==> src/dma_tag_defs.vh <==
// register offsets, field positions, reset values and fixed sizes of the tag-chained slave channel
// assumes bit 0 of each documented word is the most significant bit, bit 31 the least
`ifndef DMA_TAG_DEFS_VH
`define DMA_TAG_DEFS_VH

// ----------------------------------------------------------------
// register offsets on the register port
// ----------------------------------------------------------------
`define REG_STATUS_WORD 4'h0
`define REG_MEM_ADDRESS 4'h4
`define REG_BUF_CONTROL 4'h8

// ----------------------------------------------------------------
// channel status word fields (verilog bit index)
// ----------------------------------------------------------------
`define CSW_CTL_HI 31
`define CSW_CTL_LO 28
`define CSW_SLAVE 27
`define CSW_SYSMEM 26
`define CSW_TC_EN 25
`define CSW_DIR 24
`define CSW_NEXT_HI 23
`define CSW_NEXT_LO 12
`define CSW_LEN_HI 11
`define CSW_LEN_LO 0
`define CSW_TAG_LOAD_HI 26
`define CSW_RESET 32'h0000_0000
`define CTL_ENABLED 2'b01
`define NEXT_LAST 12'hfff

// ----------------------------------------------------------------
// buffer control word fields (verilog bit index)
// ----------------------------------------------------------------
`define BUF_DIRTY 31
`define BUF_PREF 30
`define BUF_INVAL 29
`define BUF_NEXT 28
`define BUF_RESV_W 28

// ----------------------------------------------------------------
// reset values and sizes
// ----------------------------------------------------------------
`define ADDR_RESET 32'h0000_0000
`define BUF_LAST 6'h3f
`define FIFO_WORDS 8

`endif

==> src/dma_fifo.v <==
// small synchronous fifo with valid/ready on both sides
// assumes one clock, synchronous active-high reset and a global clock enable
`timescale 1ns/1ps

module dma_fifo #(
  parameter WIDTH = 41,
  parameter DEPTH = 8,
  parameter AW = 3
) (
  input wire mclk,
  input wire sys_rst,
  input wire ce,
  input wire in_valid,
  output wire in_ready,
  input wire [WIDTH-1:0] in_data,
  output wire out_valid,
  input wire out_ready,
  output wire [WIDTH-1:0] out_data
);

  // ----------------------------------------------------------------
  // storage and pointers
  // ----------------------------------------------------------------
  reg [WIDTH-1:0] store [0:DEPTH-1]; // entries, flops read combinationally at rd_ptr, so read data is not registered
  reg [AW-1:0] wr_ptr; // next slot to fill
  reg [AW-1:0] rd_ptr; // oldest entry
  reg [AW:0] fill; // entries held, one bit wider to tell full from empty

  wire do_push = in_valid & in_ready;
  wire do_pop = out_valid & out_ready;

  assign in_ready = (fill != DEPTH[AW:0]);
  assign out_valid = (fill != {(AW+1){1'b0}});
  assign out_data = store[rd_ptr];

  // pointer and fill bookkeeping; depth must be a power of two for the wrap
  always @(posedge mclk) begin
    if (sys_rst) begin
      wr_ptr <= {AW{1'b0}};
      rd_ptr <= {AW{1'b0}};
      fill <= {(AW+1){1'b0}};
    end else if (ce) begin
      if (do_push) begin
        store[wr_ptr] <= in_data;
        wr_ptr <= wr_ptr + 1'b1;
      end
      if (do_pop) begin
        rd_ptr <= rd_ptr + 1'b1;
      end
      if (do_push && !do_pop) begin
        fill <= fill + 1'b1;
      end else if (do_pop && !do_push) begin
        fill <= fill - 1'b1;
      end
    end
  end

endmodule // dma_fifo

==> src/dma_tag_channel.v <==
// one slave dma channel driven by a tag chain: status word, memory address, buffer control
// assumes a single clock, inputs synchronous to it, and a host store/load port for the registers
`timescale 1ns/1ps
`include "dma_tag_defs.vh"

module dma_tag_channel #(
  parameter BUFFERED = 1,
  parameter DUAL_BUF = 0,
  parameter FIFO_DEPTH = `FIFO_WORDS,
  parameter FIFO_AW = 3
) (
  input wire mclk,
  input wire sys_rst,
  input wire ce,
  input wire reg_wr,
  input wire reg_rd,
  input wire [3:0] reg_addr,
  input wire [31:0] reg_wdata,
  output reg [31:0] reg_rdata,
  input wire cmd_enable,
  input wire cmd_disable,
  input wire cmd_buf_inval,
  input wire cmd_next_inval,
  input wire xfer_valid,
  output wire xfer_ready,
  input wire [7:0] xfer_wdata,
  output reg [7:0] xfer_rdata,
  output reg xfer_rvalid,
  output reg terminal_count_pulse,
  output wire channel_enabled,
  output wire [3:0] error_code,
  output wire tag_req,
  output wire [11:0] tag_index,
  input wire tag_ack,
  input wire [31:0] tag_word0,
  input wire [31:0] tag_word4,
  output wire mem_req,
  output reg mem_we,
  output reg mem_sys,
  output reg [31:0] mem_addr,
  output reg [7:0] mem_wdata,
  input wire [7:0] mem_rdata,
  input wire mem_ack
);

  // ----------------------------------------------------------------
  // states
  // ----------------------------------------------------------------
  localparam S_IDLE = 3'd0; // pick the next piece of work
  localparam S_MEM = 3'd1; // one direct byte access
  localparam S_FLUSH = 3'd2; // write the whole buffer back
  localparam S_PREF = 3'd3; // fill the buffer from memory
  localparam S_TAG = 3'd4; // reload from the tag table

  // ----------------------------------------------------------------
  // registers and state
  // ----------------------------------------------------------------
  reg [31:0] csw; // channel status word
  reg [31:0] maddr; // channel memory address
  reg dirty; // buffer differs from memory
  reg pref; // buffer holds prefetched data
  reg inval; // buffer contents invalid
  reg nxt; // next buffer prefetched, storage only
  reg [7:0] buffer [0:63]; // 64-byte channel buffer
  reg [25:0] buf_blk; // memory block the buffer mirrors
  reg [25:0] op_blk; // block being prefetched
  reg [5:0] cnt; // byte index inside flush/prefetch
  reg [2:0] state;
  reg tag_pending; // chain reload owed before more bytes

  // ----------------------------------------------------------------
  // decoded fields
  // ----------------------------------------------------------------
  wire err_mode = |csw[`CSW_CTL_HI:`CSW_CTL_HI-1];
  // control meaning only while the top pair is zero
  wire enabled = !err_mode && (csw[`CSW_CTL_LO+1:`CSW_CTL_LO] == `CTL_ENABLED);
  wire slave = csw[`CSW_SLAVE];
  wire sys = csw[`CSW_SYSMEM];
  wire tc_en = csw[`CSW_TC_EN];
  wire dir_in = csw[`CSW_DIR];
  wire [11:0] next_idx = csw[`CSW_NEXT_HI:`CSW_NEXT_LO];
  wire [11:0] len = csw[`CSW_LEN_HI:`CSW_LEN_LO];
  wire use_buf = (BUFFERED != 0);

  assign channel_enabled = enabled;
  assign error_code = err_mode ? csw[`CSW_CTL_HI:`CSW_CTL_LO] : 4'h0;
  assign tag_index = next_idx;
  assign tag_req = (state == S_TAG);
  assign mem_req = (state == S_MEM) || (state == S_FLUSH) || (state == S_PREF);

  // ----------------------------------------------------------------
  // write fifo between device and memory
  // ----------------------------------------------------------------
  wire f_in_ready;
  wire f_valid;
  wire [40:0] f_data;
  wire f_sys = f_data[40];
  wire [31:0] f_addr = f_data[39:8];
  wire [7:0] f_byte = f_data[7:0];

  // bytes leave the device as soon as taken; counters move at push time so
  // the channel never accepts past the end of the chain
  wire accept_ok = enabled && slave && !tag_pending && (state != S_TAG);
  wire push = dir_in && xfer_valid && accept_ok && f_in_ready;
  wire f_hit = use_buf && f_sys && !inval && (f_addr[31:6] == buf_blk);
  wire r_hit = use_buf && sys && !inval && (maddr[31:6] == buf_blk);
  wire idle_free = (state == S_IDLE) && !tag_pending;
  wire drain_hit = idle_free && f_valid && f_hit;
  wire rd_take = idle_free && !dir_in && xfer_valid && accept_ok && !f_valid && r_hit;
  wire rd_mem_done = (state == S_MEM) && !mem_we && mem_ack;
  wire f_pop = drain_hit || ((state == S_MEM) && mem_we && mem_ack);
  wire advance = push || rd_take || rd_mem_done;
  assign xfer_ready = advance;

  dma_fifo #(
    .WIDTH(41),
    .DEPTH(FIFO_DEPTH),
    .AW(FIFO_AW)
  ) u_fifo (
    .mclk(mclk),
    .sys_rst(sys_rst),
    .ce(ce),
    .in_valid(push),
    .in_ready(f_in_ready),
    .in_data({sys, maddr, xfer_wdata}),
    .out_valid(f_valid),
    .out_ready(f_pop),
    .out_data(f_data)
  );

  // ----------------------------------------------------------------
  // register readback
  // ----------------------------------------------------------------
  wire nxt_rd = (DUAL_BUF != 0) ? nxt : 1'b0;
  wire [31:0] bufc_rd = use_buf ? {dirty, pref, inval, nxt_rd, {`BUF_RESV_W{1'b0}}} : 32'h0000_0000;

  // registered load data, unmapped offsets read zero
  always @(posedge mclk) begin
    if (sys_rst) begin
      reg_rdata <= 32'h0000_0000;
    end else if (ce && reg_rd) begin
      case (reg_addr)
        `REG_STATUS_WORD: reg_rdata <= csw;
        `REG_MEM_ADDRESS: reg_rdata <= maddr;
        `REG_BUF_CONTROL: reg_rdata <= bufc_rd;
        default: reg_rdata <= 32'h0000_0000;
      endcase
    end
  end

  // ----------------------------------------------------------------
  // main channel process
  // ----------------------------------------------------------------
  // software stores come first in the block so any hardware set in the
  // same cycle lands last and wins over a software clear
  always @(posedge mclk) begin
    if (sys_rst) begin
      csw <= `CSW_RESET;
      maddr <= `ADDR_RESET;
      dirty <= 1'b0;
      pref <= 1'b0;
      inval <= 1'b1;
      nxt <= 1'b0;
      buf_blk <= 26'h0;
      op_blk <= 26'h0;
      cnt <= 6'h0;
      state <= S_IDLE;
      tag_pending <= 1'b0;
      terminal_count_pulse <= 1'b0;
      xfer_rdata <= 8'h00;
      xfer_rvalid <= 1'b0;
      mem_we <= 1'b0;
      mem_sys <= 1'b0;
      mem_addr <= 32'h0000_0000;
      mem_wdata <= 8'h00;
    end else if (ce) begin
      terminal_count_pulse <= 1'b0;
      xfer_rvalid <= 1'b0;

      // host stores; a store to the status word also loads the error field from the stored top bits
      if (reg_wr) begin
        case (reg_addr)
          `REG_STATUS_WORD: csw <= reg_wdata;
          `REG_MEM_ADDRESS: maddr <= reg_wdata;
          `REG_BUF_CONTROL: begin
            if (use_buf) begin
              dirty <= reg_wdata[`BUF_DIRTY];
              pref <= reg_wdata[`BUF_PREF];
              inval <= reg_wdata[`BUF_INVAL];
              nxt <= reg_wdata[`BUF_NEXT];
            end
          end
          default: begin
          end
        endcase
      end

      // enable and disable commands; enable ignored in error mode
      if (cmd_enable && !err_mode) begin
        csw[`CSW_CTL_LO] <= 1'b1;
      end
      if (cmd_disable) begin
        csw[`CSW_CTL_LO] <= 1'b0;
      end
      if (cmd_buf_inval && use_buf) begin
        inval <= 1'b1;
        nxt <= 1'b0;
      end
      if (cmd_next_inval && use_buf) begin
        nxt <= 1'b0;
      end

      // per-byte bookkeeping; length holds count minus one
      if (advance) begin
        maddr <= maddr + 32'h0000_0001;
        if (len == 12'h000) begin
          if (tc_en || next_idx == `NEXT_LAST) begin
            terminal_count_pulse <= 1'b1;
          end
          if (next_idx == `NEXT_LAST) begin
            csw[`CSW_CTL_LO] <= 1'b0;
          end else begin
            tag_pending <= 1'b1;
          end
        end else begin
          csw[`CSW_LEN_HI:`CSW_LEN_LO] <= len - 12'h001;
        end
      end

      case (state)
        S_IDLE: begin
          if (tag_pending) begin
            state <= S_TAG;
          end else if (f_valid) begin
            if (f_hit) begin
              buffer[f_addr[5:0]] <= f_byte;
              dirty <= 1'b1;
            end else if (use_buf && f_sys) begin
              // miss on a buffered block: write back first if needed
              op_blk <= f_addr[31:6];
              cnt <= 6'h0;
              state <= dirty ? S_FLUSH : S_PREF;
              mem_we <= dirty;
              mem_sys <= 1'b1;
              mem_addr <= dirty ? {buf_blk, 6'h00} : {f_addr[31:6], 6'h00};
              mem_wdata <= buffer[0];
            end else begin
              // bus memory or unbuffered: one direct byte write
              state <= S_MEM;
              mem_we <= 1'b1;
              mem_sys <= f_sys;
              mem_addr <= f_addr;
              mem_wdata <= f_byte;
            end
          end else if (rd_take) begin
            xfer_rdata <= buffer[maddr[5:0]];
            xfer_rvalid <= 1'b1;
          end else if (use_buf && enabled && slave && sys && (inval || (!dir_in && xfer_valid && !r_hit))) begin
            // invalid buffer, or a read miss, pulls the block in
            op_blk <= maddr[31:6];
            cnt <= 6'h0;
            state <= dirty ? S_FLUSH : S_PREF;
            mem_we <= dirty;
            mem_sys <= 1'b1;
            mem_addr <= dirty ? {buf_blk, 6'h00} : {maddr[31:6], 6'h00};
            mem_wdata <= buffer[0];
          end else if (!dir_in && xfer_valid && accept_ok) begin
            state <= S_MEM;
            mem_we <= 1'b0;
            mem_sys <= sys;
            mem_addr <= maddr;
          end
        end
        S_MEM: begin
          if (mem_ack) begin
            if (!mem_we) begin
              xfer_rdata <= mem_rdata;
              xfer_rvalid <= 1'b1;
            end
            state <= S_IDLE;
          end
        end
        S_FLUSH: begin
          if (mem_ack) begin
            if (cnt == `BUF_LAST) begin
              // buffer now clean and invalid, go fetch the wanted block
              dirty <= 1'b0;
              pref <= 1'b0;
              inval <= 1'b1;
              nxt <= 1'b0;
              cnt <= 6'h0;
              state <= S_PREF;
              mem_we <= 1'b0;
              mem_addr <= {op_blk, 6'h00};
            end else begin
              cnt <= cnt + 6'h01;
              mem_addr <= {buf_blk, cnt + 6'h01};
              mem_wdata <= buffer[cnt + 6'h01];
            end
          end
        end
        S_PREF: begin
          if (mem_ack) begin
            buffer[cnt] <= mem_rdata;
            if (cnt == `BUF_LAST) begin
              buf_blk <= op_blk;
              pref <= 1'b1;
              inval <= 1'b0;
              state <= S_IDLE;
            end else begin
              cnt <= cnt + 6'h01;
              mem_addr <= {op_blk, cnt + 6'h01};
            end
          end
        end
        S_TAG: begin
          if (tag_ack) begin
            // status bits 0-4 stay; the rest follow the tag word
            csw[`CSW_TAG_LOAD_HI:0] <= tag_word0[`CSW_TAG_LOAD_HI:0];
            maddr <= tag_word4;
            tag_pending <= 1'b0;
            state <= S_IDLE;
          end
        end
        default: begin
          state <= S_IDLE;
        end
      endcase
    end
  end

endmodule // dma_tag_channel

==> config.mk <==
export PLATFORM = sky130hd
export DESIGN_NAME = dma_tag_channel
export DESIGN_NICKNAME = d
export VERILOG_FILES = /design/src/dma_fifo.v /design/src/dma_tag_channel.v
export VERILOG_INCLUDE_DIRS = /design/src
export SDC_FILE = /design/constraint.sdc
export NUM_CORES = 2
export LEC_CHECK = 0
export ABC_AREA = 0
export BUFFER_PORTS_ARGS = -buffer_cell sky130_fd_sc_hd__clkbuf_2
export CAP_MARGIN = 20
export CORE_ASPECT_RATIO = 0.7
export CORE_MARGIN = 10
export CORE_UTILIZATION = 67
export CTS_CLUSTER_SIZE = 25
export DETAILED_ROUTE_END_ITERATION = 16
export PLACE_DENSITY_LB_ADDON = 0.2
export SYNTH_ARGS = -nofsm -noshare
export SYNTH_HDL_FRONTEND = slang
export SYNTH_HIERARCHICAL = 1
export SYNTH_SLANG_ARGS = --single-unit
export TNS_END_PERCENT = 5
==> constraint.sdc <==
create_clock -name mclk -period 19.5 [get_ports mclk]
set_input_delay 0.975 -clock mclk [delete_from_list [all_inputs] [get_ports mclk]]
set_output_delay 0.975 -clock mclk [all_outputs]
set_load 0.05 [all_outputs]
==> flow_metrics.tcl <==
set metrics [dict create \
    outcome "complete, no violations" \
    ir_drop_mv 0.0827 \
    cts.clk_slew.worst_paths_ps 70 \
    fin_worst_hold_slack_ps 455 \
    drive_gt1_share_pct 26.6 \
    rsz0062_at_grt "false" \
    start_util_pct 67.7 \
    synth_top_area_cell "edfxtp_1" \
    p_switching_mw 0.993 \
    r2r_end "buffer[20][6]$_DFFE_PP_" \
    slew_violations 0 \
    regToRegSetupSlack_ps 12690 \
    min_from "mem_addr[28]$_SDFFE_PP0P_" \
    tightest_slew_ps 1200 \
    fin_nets 3691 \
    synthSimpleGateAreaFrac_pct 7.82 \
    grt_pass1_vias 33940 \
    async_flop_share_pct 0 \
    start_kind "register" \
    ctsResizeCount 0 \
    firstDrtPassIters 7 \
    ff2ff_path_depth 12 \
    postCtsSetupRepairBufs 0 \
    ys_dominant_reg_cell "edfxtp_1" \
    synthToLayoutAreaGrowth_pct 10.9 \
    period_needed_ps 6810 \
    gp_congestion 0.982 \
    die_h_um 248 \
    max_cap_viol_count 0 \
    insertion_delay_ps 690 \
    setup_tns_ps 0 \
    cp.arrival_ps 7100 \
    cts_root_buf "clkbuf_16" \
    yosysTopAreaCellShare_pct 50.7 \
    drt-initial-drc-count 6848 \
    placementRows 83 \
    crit_family "simple AND/OR/NAND/NOR gates" \
    critPathMaxFanout 43 \
    wl_met3_mm 27.8 \
    grtUsageTotal_pct 35.7 \
    grt_pass1_wl_mm 228 \
    antenna_found_initial 8 \
    synthMuxAreaShare_pct 20.0 \
    dp_hpwl_mm 99.8 \
    finalHoldViolations 0 \
    yosysSeqAreaShare_pct 60.1 \
    die_w_um 346 \
    ys_ff_latch 1072 \
    cts-buffers-inserted 98 \
    intPower_mw 3.61 \
    coreArea_sq_um 73400 \
    required_ps 19790 \
    synth_compound_area_share_pct 7.93 \
    synth_top_family_by_area "multiplexers" \
    wl_met1_mm 55.0 \
    synth_edf_count 840 \
    synth_cell_type_count 87 \
    clkPwrFrac_pct 43.3 \
    crit_path_max_incr_delay_ps 1040 \
    cts.sinks 1072 \
    relSlewSlack_pct 19.6 \
    comb_power_share_pct 3.6 \
    timing.final.crit_share_pct 34.9 \
    hold_end "mem_addr[28]$_SDFFE_PP0P_" \
    slowest_stage "nor2_1" \
    finalSetupViolations 0 \
    h-tree-depth 3 \
    mappedNetlistArea_sq_um 49700 \
    pin_count 232 \
    drt.antenna.violating_nets 0 \
    gr-total-overflow 0 \
    min_path_type "reg -> reg" \
    routedWlPerCell_um 33.6 \
    avgSynthCellArea_sq_um 14.6 \
    routed_wl_mm 155 \
    swShare_pct 21.6 \
    netlist_instances 3411 \
    finClkSkew_ps 24.9 \
    wl_met2_mm 66.3 \
    routed_via_density 7.61 \
    synthAdderAreaFrac_pct 0.242 \
    ys_warn_count 6 \
    syn-num-nets 3548 \
    crit_type "reg -> reg" \
    die_area_sq_um 85700 \
    drc 0 \
    crit_top_cell "nand2_1" \
    timing.fmax_mhz 147 \
    hold_buffers 0 \
    ys_top_cells_by_area "edfxtp_1, mux4_2, dfxtp_1, nor2_1, a21oi_1" \
    power_leakage_nw 17.4 \
    port_buffers 225 \
    cts_buffer_depth 3 \
    synthXorXnorAreaFrac_pct 1.18 \
    crit_buf_inv 2 \
    cellPowerDensity_nw_per_um2 83.4 \
    grt_max_degree 109 \
    vias 35162 \
    tritoncts "built" \
    min_path_cells 2 \
    highest_layer "met5" \
    crit_chain "buf_4, buf_4, mux4_2, mux2_2, xor2_1, nor4_1, nand2_1, nor4_4, nand2_1, o22ai_1, nand2_1, nor2_1" \
    p_seq_share_pct 53.1 \
    setup.worst_path.end_class "register" \
]
[layout make-up]
cell class,count,area [sq um]
clock inverters,51,433
well taps,977,1220
fillers,4285,18300
diodes,4,10.0
flip-flops and latches,1072,29900
clock buffers,132,2870
repair buffers,317,1940
inverters,46,173
multi-input cells,2019,18600
[metrics by stage]
stage | utilization (%) | std cells | setup WS, ps | instance area (sq um) | total power [mW]
6_report | 75.1 | 4618 | 12690 | 55100 | 4.60
3_5_place_dp | 70.3 | 4421 | 12830 | 51600 | 2.65
2_1_floorplan | - | 3411 | 12380 | 49700 | 2.59
3_3_place_gp | 70.3 | 4419 | 13060 | 51600 | 2.64
5_1_grt | 75.1 | 4615 | 12270 | 55100 | 4.69
4_1_cts | 74.8 | 4604 | 12730 | 54900 | 4.59
[logic make-up (layout without fill, tap and decap cells)]
family                   after synthesis  in the layout
flip-flops                          1072           1072
XOR/XNOR                              67             67
multiplexers                         493            493
buffers and inverters                320            546
other                                  0              4
AND/OR/NAND/NOR                      855            855
AO/OA/AOI/OAI                        595            595
adder cells (fa/ha/maj)                9              9
[layer usage]
| layer | vias up | GRT usage [%] |
|---|---|---|
| li1 | 13847 | - |
| met1 | 17374 | 50.2 |
| met2 | 3362 | 51.5 |
| met3 | 571 | 13.6 |
| met4 | 8 | 11.4 |
| met5 | - | 0 |
[how the worst max path moves through the flow]
stage	depth (start not counted)	to	slack, ps
floorplan	5	u_fifo/store[0][0]$_DFFE_PP_	12380
finish	12	buffer[20][6]$_DFFE_PP_	12690
CTS	12	buffer[28][0]$_DFFE_PP_	12730
global placement	12	buffer[20][4]$_DFFE_PP_	13060
detailed placement	12	buffer[5][2]$_DFFE_PP_	12830
global route	12	buffer[29][5]$_DFFE_PP_	12270
[synth_stat cells, types with 32 or more instances]
| cell type | n |
|---|---|
| a211oi_1 | 58 |
| a21oi_1 | 172 |
| a22oi_1 | 61 |
| buf_1 | 36 |
| buf_2 | 69 |
| clkbuf_1 | 144 |
| dfxtp_1 | 232 |
| edfxtp_1 | 840 |
| inv_1 | 45 |
| mux2_2 | 51 |
| mux2i_1 | 48 |
| mux4_2 | 394 |
| nand2_1 | 211 |
| nand3_1 | 82 |
| nor2_1 | 371 |
| nor3_1 | 32 |
| o21ai_0 | 101 |
| xnor2_1 | 37 |
[registers in the layout (all words and copies together) (netlist names), 26 cells and up, named ones only]
signal,count
reg_rdata,32
buffer,512
csw,32
op_blk,26
maddr,32
mem_addr,32
u_fifo/store,328
buf_blk,26
[cells in the final DEF (no fill, tap or decap), types with 48 or more instances in the layout]
master,instances
clkbuf_16,108
mux2_2,51
nand2_1,211
nor2_1,365
o21ai_0,101
buf_4,83
dfxtp_1,224
edfxtp_1,840
mux2i_1,48
a21oi_1,172
a22oi_1,61
a211oi_1,58
mux4_2,394
clkbuf_2,225
nand3_1,82
[power groups by stage]
stage | clock (mW) | sequential, mW | combinational (mW)
floorplan | 0 | 2.49 | 0.0973
global placement | 0 | 2.49 | 0.151
detailed placement | 0 | 2.49 | 0.155
CTS | 1.99 | 2.44 | 0.157
global route | 2.08 | 2.44 | 0.170
finish | 1.99 | 2.44 | 0.165
[tightest hold or removal path, stage by stage (launching register included)]
cell     delay, ps
dfxtp_1        310
nand2_1         50
a21oi_1         50
Note: power is estimated with default switching activity, not from simulation.
